File: src/pkg/ddlc_pkg.sv
/*
  Shared constants, types and helpers for the DRAM-side timing block:
  register map, mode register fields, timing counts, command decode.
  Assumes a 25 MHz system clock; WLO_CYC is derived from that rate.
*/
package ddlc_pkg;

  // Clock and timing
  localparam int CLK_PS = 40000;
  localparam int T_WLO_PS = 7500;
  localparam int WLO_RAW = T_WLO_PS / CLK_PS;
  localparam int WLO_CYC = (WLO_RAW < 1) ? 1 : WLO_RAW;
  localparam int ZQCS_NCK = 64;
  localparam logic [4:0] WRS_FULL = 5'h04;
  localparam logic [4:0] WRS_CHOP = 5'h02;

  // Register offsets
  localparam logic [7:0] OFS_CFG = 8'h00;
  localparam logic [7:0] OFS_STAT = 8'h04;
  localparam logic [7:0] OFS_ZQN = 8'h08;

  // Configuration fields and reset value
  localparam int CFG_CWL_LSB = 0;
  localparam int CFG_ROW_LSB = 8;
  localparam int CFG_REF_LSB = 16;
  localparam logic [31:0] CFG_RST = 32'h0010_0405;

  // Status fields
  localparam int ST_WL = 0;
  localparam int ST_PD = 1;
  localparam int ST_ZQ = 2;
  localparam int ST_BUSY = 3;
  localparam int ST_WR_LSB = 4;
  localparam int ST_CHOP = 7;

  // Mode register fields
  localparam int MR_WR_LSB = 9;
  localparam int MR_WL_BIT = 7;
  localparam int ADDR_AP_BIT = 10;
  localparam logic [1:0] BL_CHOP_FIXED = 2'h2;
  localparam logic [2:0] WR_CODE_RST = 3'h1;

  typedef struct packed {
    logic cs_n;
    logic ras_n;
    logic cas_n;
    logic we_n;
    logic [2:0] ba;
    logic [13:0] addr;
  } ddlc_cmd_t;

  typedef enum logic [2:0] {
    K_MRS = 3'b000,
    K_REF = 3'b001,
    K_PRE = 3'b010,
    K_ACT = 3'b011,
    K_WR = 3'b100,
    K_RD = 3'b101,
    K_ZQ = 3'b110,
    K_NOP = 3'b111
  } ddlc_kind_t;

  typedef enum logic [1:0] {
    PS_RUN = 2'b00,
    PS_WAIT = 2'b01,
    PS_DOWN = 2'b10
  } ddlc_pd_t;

  function automatic ddlc_kind_t ddlc_decode(input ddlc_cmd_t c);
    ddlc_kind_t k;
    k = ddlc_kind_t'({c.ras_n, c.cas_n, c.we_n});
    return k;
  endfunction

  // Write recovery code to clock cycles
  function automatic logic [4:0] ddlc_wr_cycles(input logic [2:0] code);
    logic [4:0] n;
    case (code)
      3'h1: n = 5'h05;
      3'h2: n = 5'h06;
      3'h3: n = 5'h07;
      3'h4: n = 5'h08;
      3'h5: n = 5'h0a;
      3'h6: n = 5'h0c;
      3'h7: n = 5'h0e;
      default: n = 5'h10;
    endcase
    return n;
  endfunction

endpackage

File: src/design/ddlc_dev.sv
/*
  DRAM-side timing logic: write leveling feedback, internal write start,
  auto-precharge recovery, power-down entry, short ZQ calibration, and an
  APB register slave. Assumes pins arrive asynchronously and are held
  by the controller long enough to pass the three-stage synchroniser.
*/
// Our own choices: the placing of the registers and register access over APB.
// Summary of operation
// - Leveling feedback appears on data lines within 7.5 ns of strobe edge; here DQ_O moves five clock edges after the pin edge.
// - All feedback data lines switch together, within 2 ns of each other.
// - Cycle spacings count actual clock edges, not averaged time.
// - Internal write starts WL+4 cycles, or WL+2 for fixed chop-of-four.
// - Memory accepts any long clock period while refresh interval holds.
// - Clock enable low accepted mid-operation; power-down waits for row, refresh and auto-precharge writes, not ZQ calibration.
// - Each short calibration completes within 64 clock cycles.
// - Write recovery cycles come from mode register 0 for auto-precharge.
module ddlc_dev import ddlc_pkg::*; #(
  parameter int AW = 8
) (
  input wire logic SYS_CLK,
  input wire logic RST,
  input wire logic PSEL,
  input wire logic PENABLE,
  input wire logic PWRITE,
  input wire logic [AW-1:0] PADDR,
  input wire logic [31:0] PWDATA,
  input wire logic CK_LVL,
  input wire logic DQS,
  input wire logic CKE,
  input wire logic CS_N,
  input wire logic RAS_N,
  input wire logic CAS_N,
  input wire logic WE_N,
  input wire logic [2:0] BA,
  input wire logic [13:0] ADDR,
  output logic [31:0] PRDATA,
  output logic PREADY,
  output logic PSLVERR,
  output logic [7:0] DQ_O,
  output logic [7:0] DQ_OE_N,
  output logic WR_START,
  output logic PD_ACTIVE,
  output logic ZQ_BUSY
);
  logic [23:0] syn;
  ddlc_cmd_t cmd;
  logic ck_s;
  logic dqs_s;
  logic cke_s;
  logic dqs_d;
  logic cs_d;
  logic dqs_rise;
  logic cmd_take;
  ddlc_kind_t kind;

  // Idle-high pins enter inverted so a cleared stage reads idle after reset
  ddlc_sync #(.W(24)) u_sync (
    .clk(SYS_CLK),
    .rst(RST),
    .d({CK_LVL, DQS, ~CKE, ~CS_N, ~RAS_N, ~CAS_N, ~WE_N, BA, ADDR}),
    .q(syn)
  );

  assign cmd = {~syn[20:17], syn[16:0]};
  assign ck_s = syn[23];
  assign dqs_s = syn[22];
  assign cke_s = ~syn[21];
  assign dqs_rise = dqs_s & ~dqs_d;
  // One command per chip-select falling edge
  assign cmd_take = ~cmd.cs_n & cs_d;
  assign kind = cmd_take ? ddlc_decode(cmd) : K_NOP;

  always_ff @(posedge SYS_CLK or posedge RST) begin
    if (RST) begin
      dqs_d <= 1'b0;
      cs_d <= 1'b1;
    end else begin
      dqs_d <= dqs_s;
      cs_d <= cmd.cs_n;
    end
  end

  // Mode registers
  logic [2:0] wr_code;
  logic [1:0] bl_mode;
  logic wl_en;
  logic chop_fixed;
  assign chop_fixed = (bl_mode == BL_CHOP_FIXED);

  always_ff @(posedge SYS_CLK or posedge RST) begin
    if (RST) begin
      wr_code <= WR_CODE_RST;
      bl_mode <= 2'h0;
      wl_en <= 1'b0;
    end else if (kind == K_MRS) begin
      if (cmd.ba == 3'h0) begin
        wr_code <= cmd.addr[MR_WR_LSB +: 3];
        bl_mode <= cmd.addr[1:0];
      end else if (cmd.ba == 3'h1) begin
        wl_en <= cmd.addr[MR_WL_BIT];
      end
    end
  end

  // Software configuration
  logic [31:0] cfg;
  logic [4:0] cwl;
  logic [7:0] row_cyc;
  logic [7:0] ref_cyc;
  assign cwl = {1'b0, cfg[CFG_CWL_LSB +: 4]};
  assign row_cyc = {4'h0, cfg[CFG_ROW_LSB +: 4]};
  assign ref_cyc = cfg[CFG_REF_LSB +: 8];

  always_ff @(posedge SYS_CLK or posedge RST) begin
    if (RST) begin
      DQ_O <= 8'h00;
    end else if (wl_en && dqs_rise) begin
      DQ_O <= {8{ck_s}};
    end
  end

  always_ff @(posedge SYS_CLK or posedge RST) begin
    if (RST) begin
      DQ_OE_N <= 8'hff;
    end else begin
      DQ_OE_N <= {8{~wl_en}};
    end
  end

  // Write path; a new write restarts a pending one
  logic [4:0] wr_cnt;
  logic ap_pend;
  always_ff @(posedge SYS_CLK or posedge RST) begin
    if (RST) begin
      wr_cnt <= 5'h00;
      ap_pend <= 1'b0;
    end else if (kind == K_WR) begin
      wr_cnt <= cwl + (chop_fixed ? WRS_CHOP : WRS_FULL);
      ap_pend <= cmd.addr[ADDR_AP_BIT];
    end else if (wr_cnt != 5'h00) begin
      wr_cnt <= wr_cnt - 5'h01;
    end
  end

  always_ff @(posedge SYS_CLK or posedge RST) begin
    if (RST) begin
      WR_START <= 1'b0;
    end else begin
      // Registered, so launched one count early to stand in cycle D
      WR_START <= (wr_cnt == 5'h02) && (kind != K_WR);
    end
  end

  // Auto-precharge recovery
  logic [4:0] ap_cnt;
  always_ff @(posedge SYS_CLK or posedge RST) begin
    if (RST) begin
      ap_cnt <= 5'h00;
    end else if (WR_START && ap_pend) begin
      ap_cnt <= ddlc_wr_cycles(wr_code);
    end else if (ap_cnt != 5'h00) begin
      ap_cnt <= ap_cnt - 5'h01;
    end
  end

  // Row activation, precharge and refresh in progress
  logic [7:0] op_cnt;
  always_ff @(posedge SYS_CLK or posedge RST) begin
    if (RST) begin
      op_cnt <= 8'h00;
    end else if (kind == K_ACT || kind == K_PRE) begin
      op_cnt <= row_cyc;
    end else if (kind == K_REF) begin
      op_cnt <= ref_cyc;
    end else if (op_cnt != 8'h00) begin
      op_cnt <= op_cnt - 8'h01;
    end
  end

  logic busy;
  assign busy = (op_cnt != 8'h00) || (ap_cnt != 5'h00) ||
                (ap_pend && (wr_cnt != 5'h00 || WR_START));

  // Power-down sequencing
  ddlc_pd_t pd_state;
  ddlc_pd_t next_pd;
  always_comb begin
    next_pd = pd_state;
    case (pd_state)
      PS_RUN: begin
        if (!cke_s) begin
          next_pd = busy ? PS_WAIT : PS_DOWN;
        end
      end
      PS_WAIT: begin
        if (cke_s) begin
          next_pd = PS_RUN;
        end else if (!busy) begin
          next_pd = PS_DOWN;
        end
      end
      // no timeout on a stopped clock
      PS_DOWN: begin
        if (cke_s) begin
          next_pd = PS_RUN;
        end
      end
      default: next_pd = PS_RUN;
    endcase
  end

  always_ff @(posedge SYS_CLK or posedge RST) begin
    if (RST) begin
      pd_state <= PS_RUN;
      PD_ACTIVE <= 1'b0;
    end else begin
      pd_state <= next_pd;
      PD_ACTIVE <= (next_pd == PS_DOWN);
    end
  end

  // Short calibration; a second request while busy is dropped
  logic [6:0] zq_cnt;
  logic [15:0] zq_done;
  always_ff @(posedge SYS_CLK or posedge RST) begin
    if (RST) begin
      zq_cnt <= 7'h00;
      zq_done <= 16'h0000;
      ZQ_BUSY <= 1'b0;
    end else begin
      if (kind == K_ZQ && !cmd.addr[ADDR_AP_BIT] && zq_cnt == 7'h00) begin
        zq_cnt <= 7'(ZQCS_NCK);
        ZQ_BUSY <= 1'b1;
      end else if (zq_cnt != 7'h00) begin
        zq_cnt <= zq_cnt - 7'h01;
        ZQ_BUSY <= (zq_cnt != 7'h01);
      end
      if (zq_cnt == 7'h01) begin
        zq_done <= zq_done + 16'h0001;
      end
    end
  end

  // APB slave: no wait states, read data captured in setup
  logic setup;
  logic access;
  logic hit;
  logic [31:0] rd_val;
  assign setup = PSEL && !PENABLE;
  assign access = PSEL && PENABLE && PREADY;
  assign hit = (PADDR[7:0] == OFS_CFG) || (PADDR[7:0] == OFS_STAT) ||
               (PADDR[7:0] == OFS_ZQN);

  always_comb begin
    rd_val = 32'h0000_0000;
    case (PADDR[7:0])
      OFS_CFG: rd_val = cfg;
      OFS_STAT: begin
        rd_val[ST_WL] = wl_en;
        rd_val[ST_PD] = PD_ACTIVE;
        rd_val[ST_ZQ] = ZQ_BUSY;
        rd_val[ST_BUSY] = busy;
        rd_val[ST_WR_LSB +: 3] = wr_code;
        rd_val[ST_CHOP] = chop_fixed;
      end
      OFS_ZQN: rd_val = {16'h0000, zq_done};
      default: rd_val = 32'h0000_0000;
    endcase
  end

  always_ff @(posedge SYS_CLK or posedge RST) begin
    if (RST) begin
      PREADY <= 1'b0;
      PSLVERR <= 1'b0;
      PRDATA <= 32'h0000_0000;
    end else begin
      PREADY <= setup;
      PSLVERR <= setup && !hit;
      if (setup) begin
        PRDATA <= PWRITE ? 32'h0000_0000 : rd_val;
      end
    end
  end

  always_ff @(posedge SYS_CLK or posedge RST) begin
    if (RST) begin
      cfg <= CFG_RST;
    end else if (access && PWRITE && PADDR[7:0] == OFS_CFG) begin
      cfg <= PWDATA;
    end
  end

  // Helpers for timing checks
  logic [5:0] since_wr;
  logic [4:0] exp_d;
  logic [6:0] zq_len;
  always_ff @(posedge SYS_CLK or posedge RST) begin
    if (RST) begin
      since_wr <= 6'h00;
      exp_d <= 5'h00;
      zq_len <= 7'h00;
    end else begin
      if (kind == K_WR) begin
        since_wr <= 6'h01;
        exp_d <= cwl + (chop_fixed ? WRS_CHOP : WRS_FULL);
      end else if (since_wr != 6'h3f) begin
        since_wr <= since_wr + 6'h01;
      end
      zq_len <= ZQ_BUSY ? zq_len + 7'h01 : 7'h00;
    end
  end

  a_wl_sample: assert property (
    @(posedge SYS_CLK) disable iff (RST)
    wl_en && dqs_rise |=> DQ_O == {8{$past(ck_s)}})
    else $error("leveling feedback wrong");

  a_wlo_quiet: assert property (
    @(posedge SYS_CLK) disable iff (RST)
    !dqs_rise |=> $stable(DQ_O))
    else $error("feedback moved without strobe");

  a_fb_skew: assert property (
    @(posedge SYS_CLK) disable iff (RST)
    DQ_OE_N != 8'hff |-> DQ_OE_N == 8'h00 && DQ_O == {8{DQ_O[0]}})
    else $error("feedback lanes disagree");

  a_wr_start_time: assert property (
    @(posedge SYS_CLK) disable iff (RST)
    WR_START |-> {1'b0, since_wr} == {2'b00, exp_d})
    else $error("internal write start mistimed");

  a_edge_count: assert property (
    @(posedge SYS_CLK) disable iff (RST)
    wr_cnt != 5'h00 && kind != K_WR |=> wr_cnt == $past(wr_cnt) - 5'h01)
    else $error("write counter skipped");

  a_pd_wait: assert property (
    @(posedge SYS_CLK) disable iff (RST)
    pd_state == PS_WAIT && busy && !cke_s |=> !PD_ACTIVE)
    else $error("power-down before completion");

  a_pd_enter: assert property (
    @(posedge SYS_CLK) disable iff (RST)
    pd_state == PS_WAIT && !busy && !cke_s |=> PD_ACTIVE)
    else $error("power-down not entered");

  a_pd_hold: assert property (
    @(posedge SYS_CLK) disable iff (RST)
    PD_ACTIVE && !cke_s |=> PD_ACTIVE ##1 PD_ACTIVE || cke_s)
    else $error("power-down left on its own");

  a_zq_bound: assert property (
    @(posedge SYS_CLK) disable iff (RST)
    $fell(ZQ_BUSY) |-> $past(zq_len) == 7'(ZQCS_NCK - 1))
    else $error("calibration length wrong");

  a_ap_load: assert property (
    @(posedge SYS_CLK) disable iff (RST)
    WR_START && ap_pend |=> ap_cnt == ddlc_wr_cycles($past(wr_code)))
    else $error("recovery count not from mode register");

  a_apb_ready: assert property (
    @(posedge SYS_CLK) disable iff (RST)
    PSEL && !PENABLE |=> PREADY ##1 !PREADY || (PSEL && !PENABLE))
    else $error("apb ready timing");
endmodule

File: src/design/ddlc_sync.sv
/*
  Three-stage input synchroniser with per-bit agreement filter.
  Assumes inputs come from outside the SYS_CLK domain.
*/
module ddlc_sync #(
  parameter int W = 8
) (
  input wire logic clk,
  input wire logic rst,
  input wire logic [W-1:0] d,
  output logic [W-1:0] q
);
  logic [W-1:0] s1;
  logic [W-1:0] s2;
  logic [W-1:0] s3;

  always_ff @(posedge clk or posedge rst) begin
    if (rst) begin
      s1 <= '0;
      s2 <= '0;
      s3 <= '0;
    end else begin
      s1 <= d;
      s2 <= s1;
      s3 <= s2;
    end
  end

  // A bit moves only when stages two and three agree
  always_ff @(posedge clk or posedge rst) begin
    if (rst) begin
      q <= '0;
    end else begin
      q <= ((s2 ~^ s3) & s3) | ((s2 ^ s3) & q);
    end
  end
endmodule

File: config.mk
export PLATFORM = sky130hd
export DESIGN_NAME = ddlc_dev
export DESIGN_NICKNAME = d
export VERILOG_FILES = /design/src/pkg/ddlc_pkg.sv /design/src/design/ddlc_dev.sv /design/src/design/ddlc_sync.sv
export SDC_FILE = /design/constraint.sdc
export NUM_CORES = 1
export LEC_CHECK = 0
export BUFFER_PORTS_ARGS = -buffer_cell sky130_fd_sc_hd__buf_2
export CAP_MARGIN = 20
export CORE_MARGIN = 4
export CORE_UTILIZATION = 40
export DETAILED_ROUTE_END_ITERATION = 10
export PLACE_DENSITY = 0.6
export SYNTH_ARGS = -nofsm -noshare
export SYNTH_HDL_FRONTEND = slang
export SYNTH_HIERARCHICAL = 1
export SYNTH_SLANG_ARGS = --single-unit
File: constraint.sdc
create_clock -name SYS_CLK -period 8.8 [get_ports SYS_CLK]
set_input_delay 0.44 -clock SYS_CLK [delete_from_list [all_inputs] [get_ports SYS_CLK]]
set_output_delay 0.44 -clock SYS_CLK [all_outputs]
set_load 0.02 [all_outputs]
==> Flow_metrics.wiki <==
{| class="wikitable"
! Metric !! Value
|-
| Syn avg cell area || 13.2 um2
|-
| Initial Util || 0.408
|-
| Post-Synthesis Cells || 581
|-
| Final wirelength || 14400 um
|-
| Rel. slew slack || 0.286
|-
| Run status || finished, final reports clean
|-
| Area of the die || 21400 um2
|-
| Later-pin clock latency in the skew report || 0.42 ns
|-
| Input/output buffers || 113
|-
| Sort of element at the start of the critical path || primary input
|-
| Vias in the first global route || 5024
|-
| Remaining Overflow, GRT || 0
|-
| Worst Path Max Fanout || 32
|-
| Pin count of the biggest net entering global routing || 83
|-
| Total nets after synthesis || 679
|-
| Most common cell type on the critical path || sky130_fd_sc_hd__or4_4
|-
| Detailed-routing iteration count for the pre-antenna-repair pass || 4
|-
| Topmost layer with routed signal wires || met4
|-
| Share of power burned in registers || 0.483
|-
| Vias per cell || 4.97
|-
| Min setup slack post-route || 6.34 ns
|-
| Areal power density over the cells || 242 nW/um2
|-
| Total routing resource utilization after global routing || 0.145
|-
| Slack of the worst reg-to-reg path || 6.57 ns
|-
| Placer's final routability congestion estimate || 0.801
|-
| ANT nets after route || 0
|-
| Longest Clk Path Bufs || 2
|-
| Crit. End Element || flip-flop
|-
| Area grow syn2layout || 17.4%
|-
| TritonCTS clock tree || done
|-
| Cts hold-fix bufs || 0
|-
| Wire length of the first global-routing pass || 25400 um
|-
| Transition time at the pin with the least slew margin || 1.06 ns
|-
| Clk sinks || 187
|-
| Final-stage net count || 788
|-
| Total net switching power || 640 uW
|-
| Highest-delay cell along the critical path || sky130_fd_sc_hd__nor2_4
|-
| Die extent in y || 146 um
|-
| Syn Std Cell Area || 7650 um2
|-
| Final-layout setup total negative slack || 0 ns
|-
| Vias after detailed routing || 4665
|-
| Final worst-path cycle share || 0.280
|-
| Layout cells sized above 1 || 0.313
|-
| Total number of H-tree levels || 4
|-
| Combinational Power Share || 0.166
|-
| Final hold slack || 0.0805 ns
|-
| Top-level I/O count || 122
|-
| Peak supply drop || 0.145 mV
|-
| Wire length on met2 || 6960 um
|-
| Leakage power of the design || 0.00450 uW
|-
| Required time of the critical path || 9.11 ns
|-
| Arrival time of data at the critical path endpoint || 2.77 ns
|-
| Setup fix buffers added after clock tree synthesis || 0
|-
| Synth warnings || 6
|-
| Type of the setup path with the least slack || primary input to flip-flop
|-
| Routed len/inst || 15.4 um
|-
| Remaining routing DRC violations || 0
|-
| Worst-path cell chain || buf_2 -> or4_4 -> or4_4 -> nor2_4 -> mux2_2
|-
| Detailed placer's ending HPWL || 10200 um
|-
| Setup repair after global routing missed its margin || no
|-
| Internal Power || 1540 uW
|-
| Detailed-routing wirelength on met1 || 6700 um
|-
| Switching fraction of total power || 0.294
|-
| Number of setup violations in the final report || 0
|-
| Type of the tightest min-delay check || primary input to async pin
|-
| Upper clock frequency limit || 406 MHz
|-
| Clock slew seen by the registers of the worst setup and hold paths || 0.07 ns
|-
| Number of antenna violations at the first check in global routing || 1
|-
| Layout Skew || 0.00765 ns
|-
| Clock Tree Root || sky130_fd_sc_hd__clkbuf_16
|-
| Max-cap check violation count || 0
|-
| Longest individual stage delay on the worst path || 0.77 ns
|-
| Final min period || 2.46 ns
|-
| Clock share of power || 0.351
|-
| Floorplan die width || 146 um
|-
| Pre-CTS setup slack || 5.85 ns
|-
| Core area || 18800 um2
|-
| Total count of hold-check failures in the final report || 0
|-
| Number of cell rows || 50
|-
| Detailed Route Iter0 Violations || 198
|-
| Met3 routed WL || 598 um
|-
| Num CTS Buffers || 17
|-
| Resize count post-CTS || 0
|-
| Final-report max-slew violation count || 0
|}
==> sequential cells by signal, summed over array words and instances (netlist names), 2 cells and up <==
name,cells
zq_done,16
wr_code,3
bl_mode,2
cfg,32
zq_cnt,7
u_sync/s1,16
u_sync/s2,16
op_cnt,8
u_sync/q,16
wr_cnt,5
ap_cnt,5
pd_state,2
PRDATA,32
u_sync/s3,16
==> final timing paths <==
| kind | from | to | cells past startpoint |
|---|---|---|---|
| hold reg to reg | u_sync/s1[14] | u_sync/s2[14] | 0 |
| setup / recovery | PADDR[1] | cfg[18] | 5 |
| min in group SYS_CLK | ADDR[0] | u_sync/s1[0] | 1 |
| hold / removal | RST | cfg[23] | 2 |
| setup reg to reg | op_cnt[0] | op_cnt[2] | 6 |
| max in group asynchronous | RST | PRDATA[1] | 4 |
==> cell usage in the layout (no fill, tap or decap), types with 3 or more instances in the layout <==
cell type,instances
sky130_fd_sc_hd__nor4_1,8
sky130_fd_sc_hd__a22o_1,23
sky130_fd_sc_hd__nor2b_1,4
sky130_fd_sc_hd__buf_2,113
sky130_fd_sc_hd__a31oi_1,4
sky130_fd_sc_hd__clkinv_4,4
sky130_fd_sc_hd__a21o_1,18
sky130_fd_sc_hd__ha_1,28
sky130_fd_sc_hd__a211oi_1,4
sky130_fd_sc_hd__and2_0,8
sky130_fd_sc_hd__dfstp_2,7
sky130_fd_sc_hd__nand3_1,12
sky130_fd_sc_hd__dfrtp_1,180
sky130_fd_sc_hd__clkbuf_16,17
sky130_fd_sc_hd__xnor2_1,16
sky130_fd_sc_hd__nand2b_1,5
sky130_fd_sc_hd__mux2_2,41
sky130_fd_sc_hd__inv_1,24
sky130_fd_sc_hd__nand2_1,22
sky130_fd_sc_hd__or3_1,3
sky130_fd_sc_hd__nand4_1,6
sky130_fd_sc_hd__a21oi_1,7
sky130_fd_sc_hd__inv_8,5
sky130_fd_sc_hd__buf_4,4
sky130_fd_sc_hd__nor3_1,6
sky130_fd_sc_hd__o21ai_0,21
sky130_fd_sc_hd__xor2_1,13
sky130_fd_sc_hd__mux2i_1,11
sky130_fd_sc_hd__or4_1,5
sky130_fd_sc_hd__a221o_2,8
sky130_fd_sc_hd__nor2_1,31
==> stage by stage <==
stage	total power (uW)	instance area, um2	cells	util
floorplan	1340	7650	581	-
global placement	1400	8360	904	0.445
detailed placement	1430	8360	904	0.445
CTS	2210	8960	936	0.477
global route	2310	8980	938	0.479
finish	2180	8980	938	0.479
==> critical path, delay by kind of cell <==
| family | cells | cell delay (ns) |
|---|---|---|
| simple gates | 3 | 1.80 |
| mux | 1 | 0.42 |
| buf+inv | 1 | 0.09 |
==> power groups by stage <==
stage	sequential [uW]	combinational, uW	clock (uW)
2_1_floorplan	1050	290	0
6_report	1050	362	765
4_1_cts	1050	366	791
3_5_place_dp	1060	364	0
3_3_place_gp	1060	346	0
5_1_grt	1070	419	827
==> layout make-up <==
type                       count  area, um2
tap                          234        293
fill                        1667       9790
clock buffer                  17        425
clock inverter                15        179
sequential                   187       4690
multi-input combinational    340       2680
antenna                        1       2.50
inverter                      26        100
timing repair buffer         118        616
==> metal layers <==
| metal | GRT usage | vias up |
|---|---|---|
| li1 | - | 2272 |
| met1 | 0.194 | 2304 |
| met2 | 0.230 | 78 |
| met3 | 0.0385 | 11 |
| met4 | 0.0480 | 0 |
| met5 | 0 | - |
Note: power is estimated with default switching activity, not from simulation.
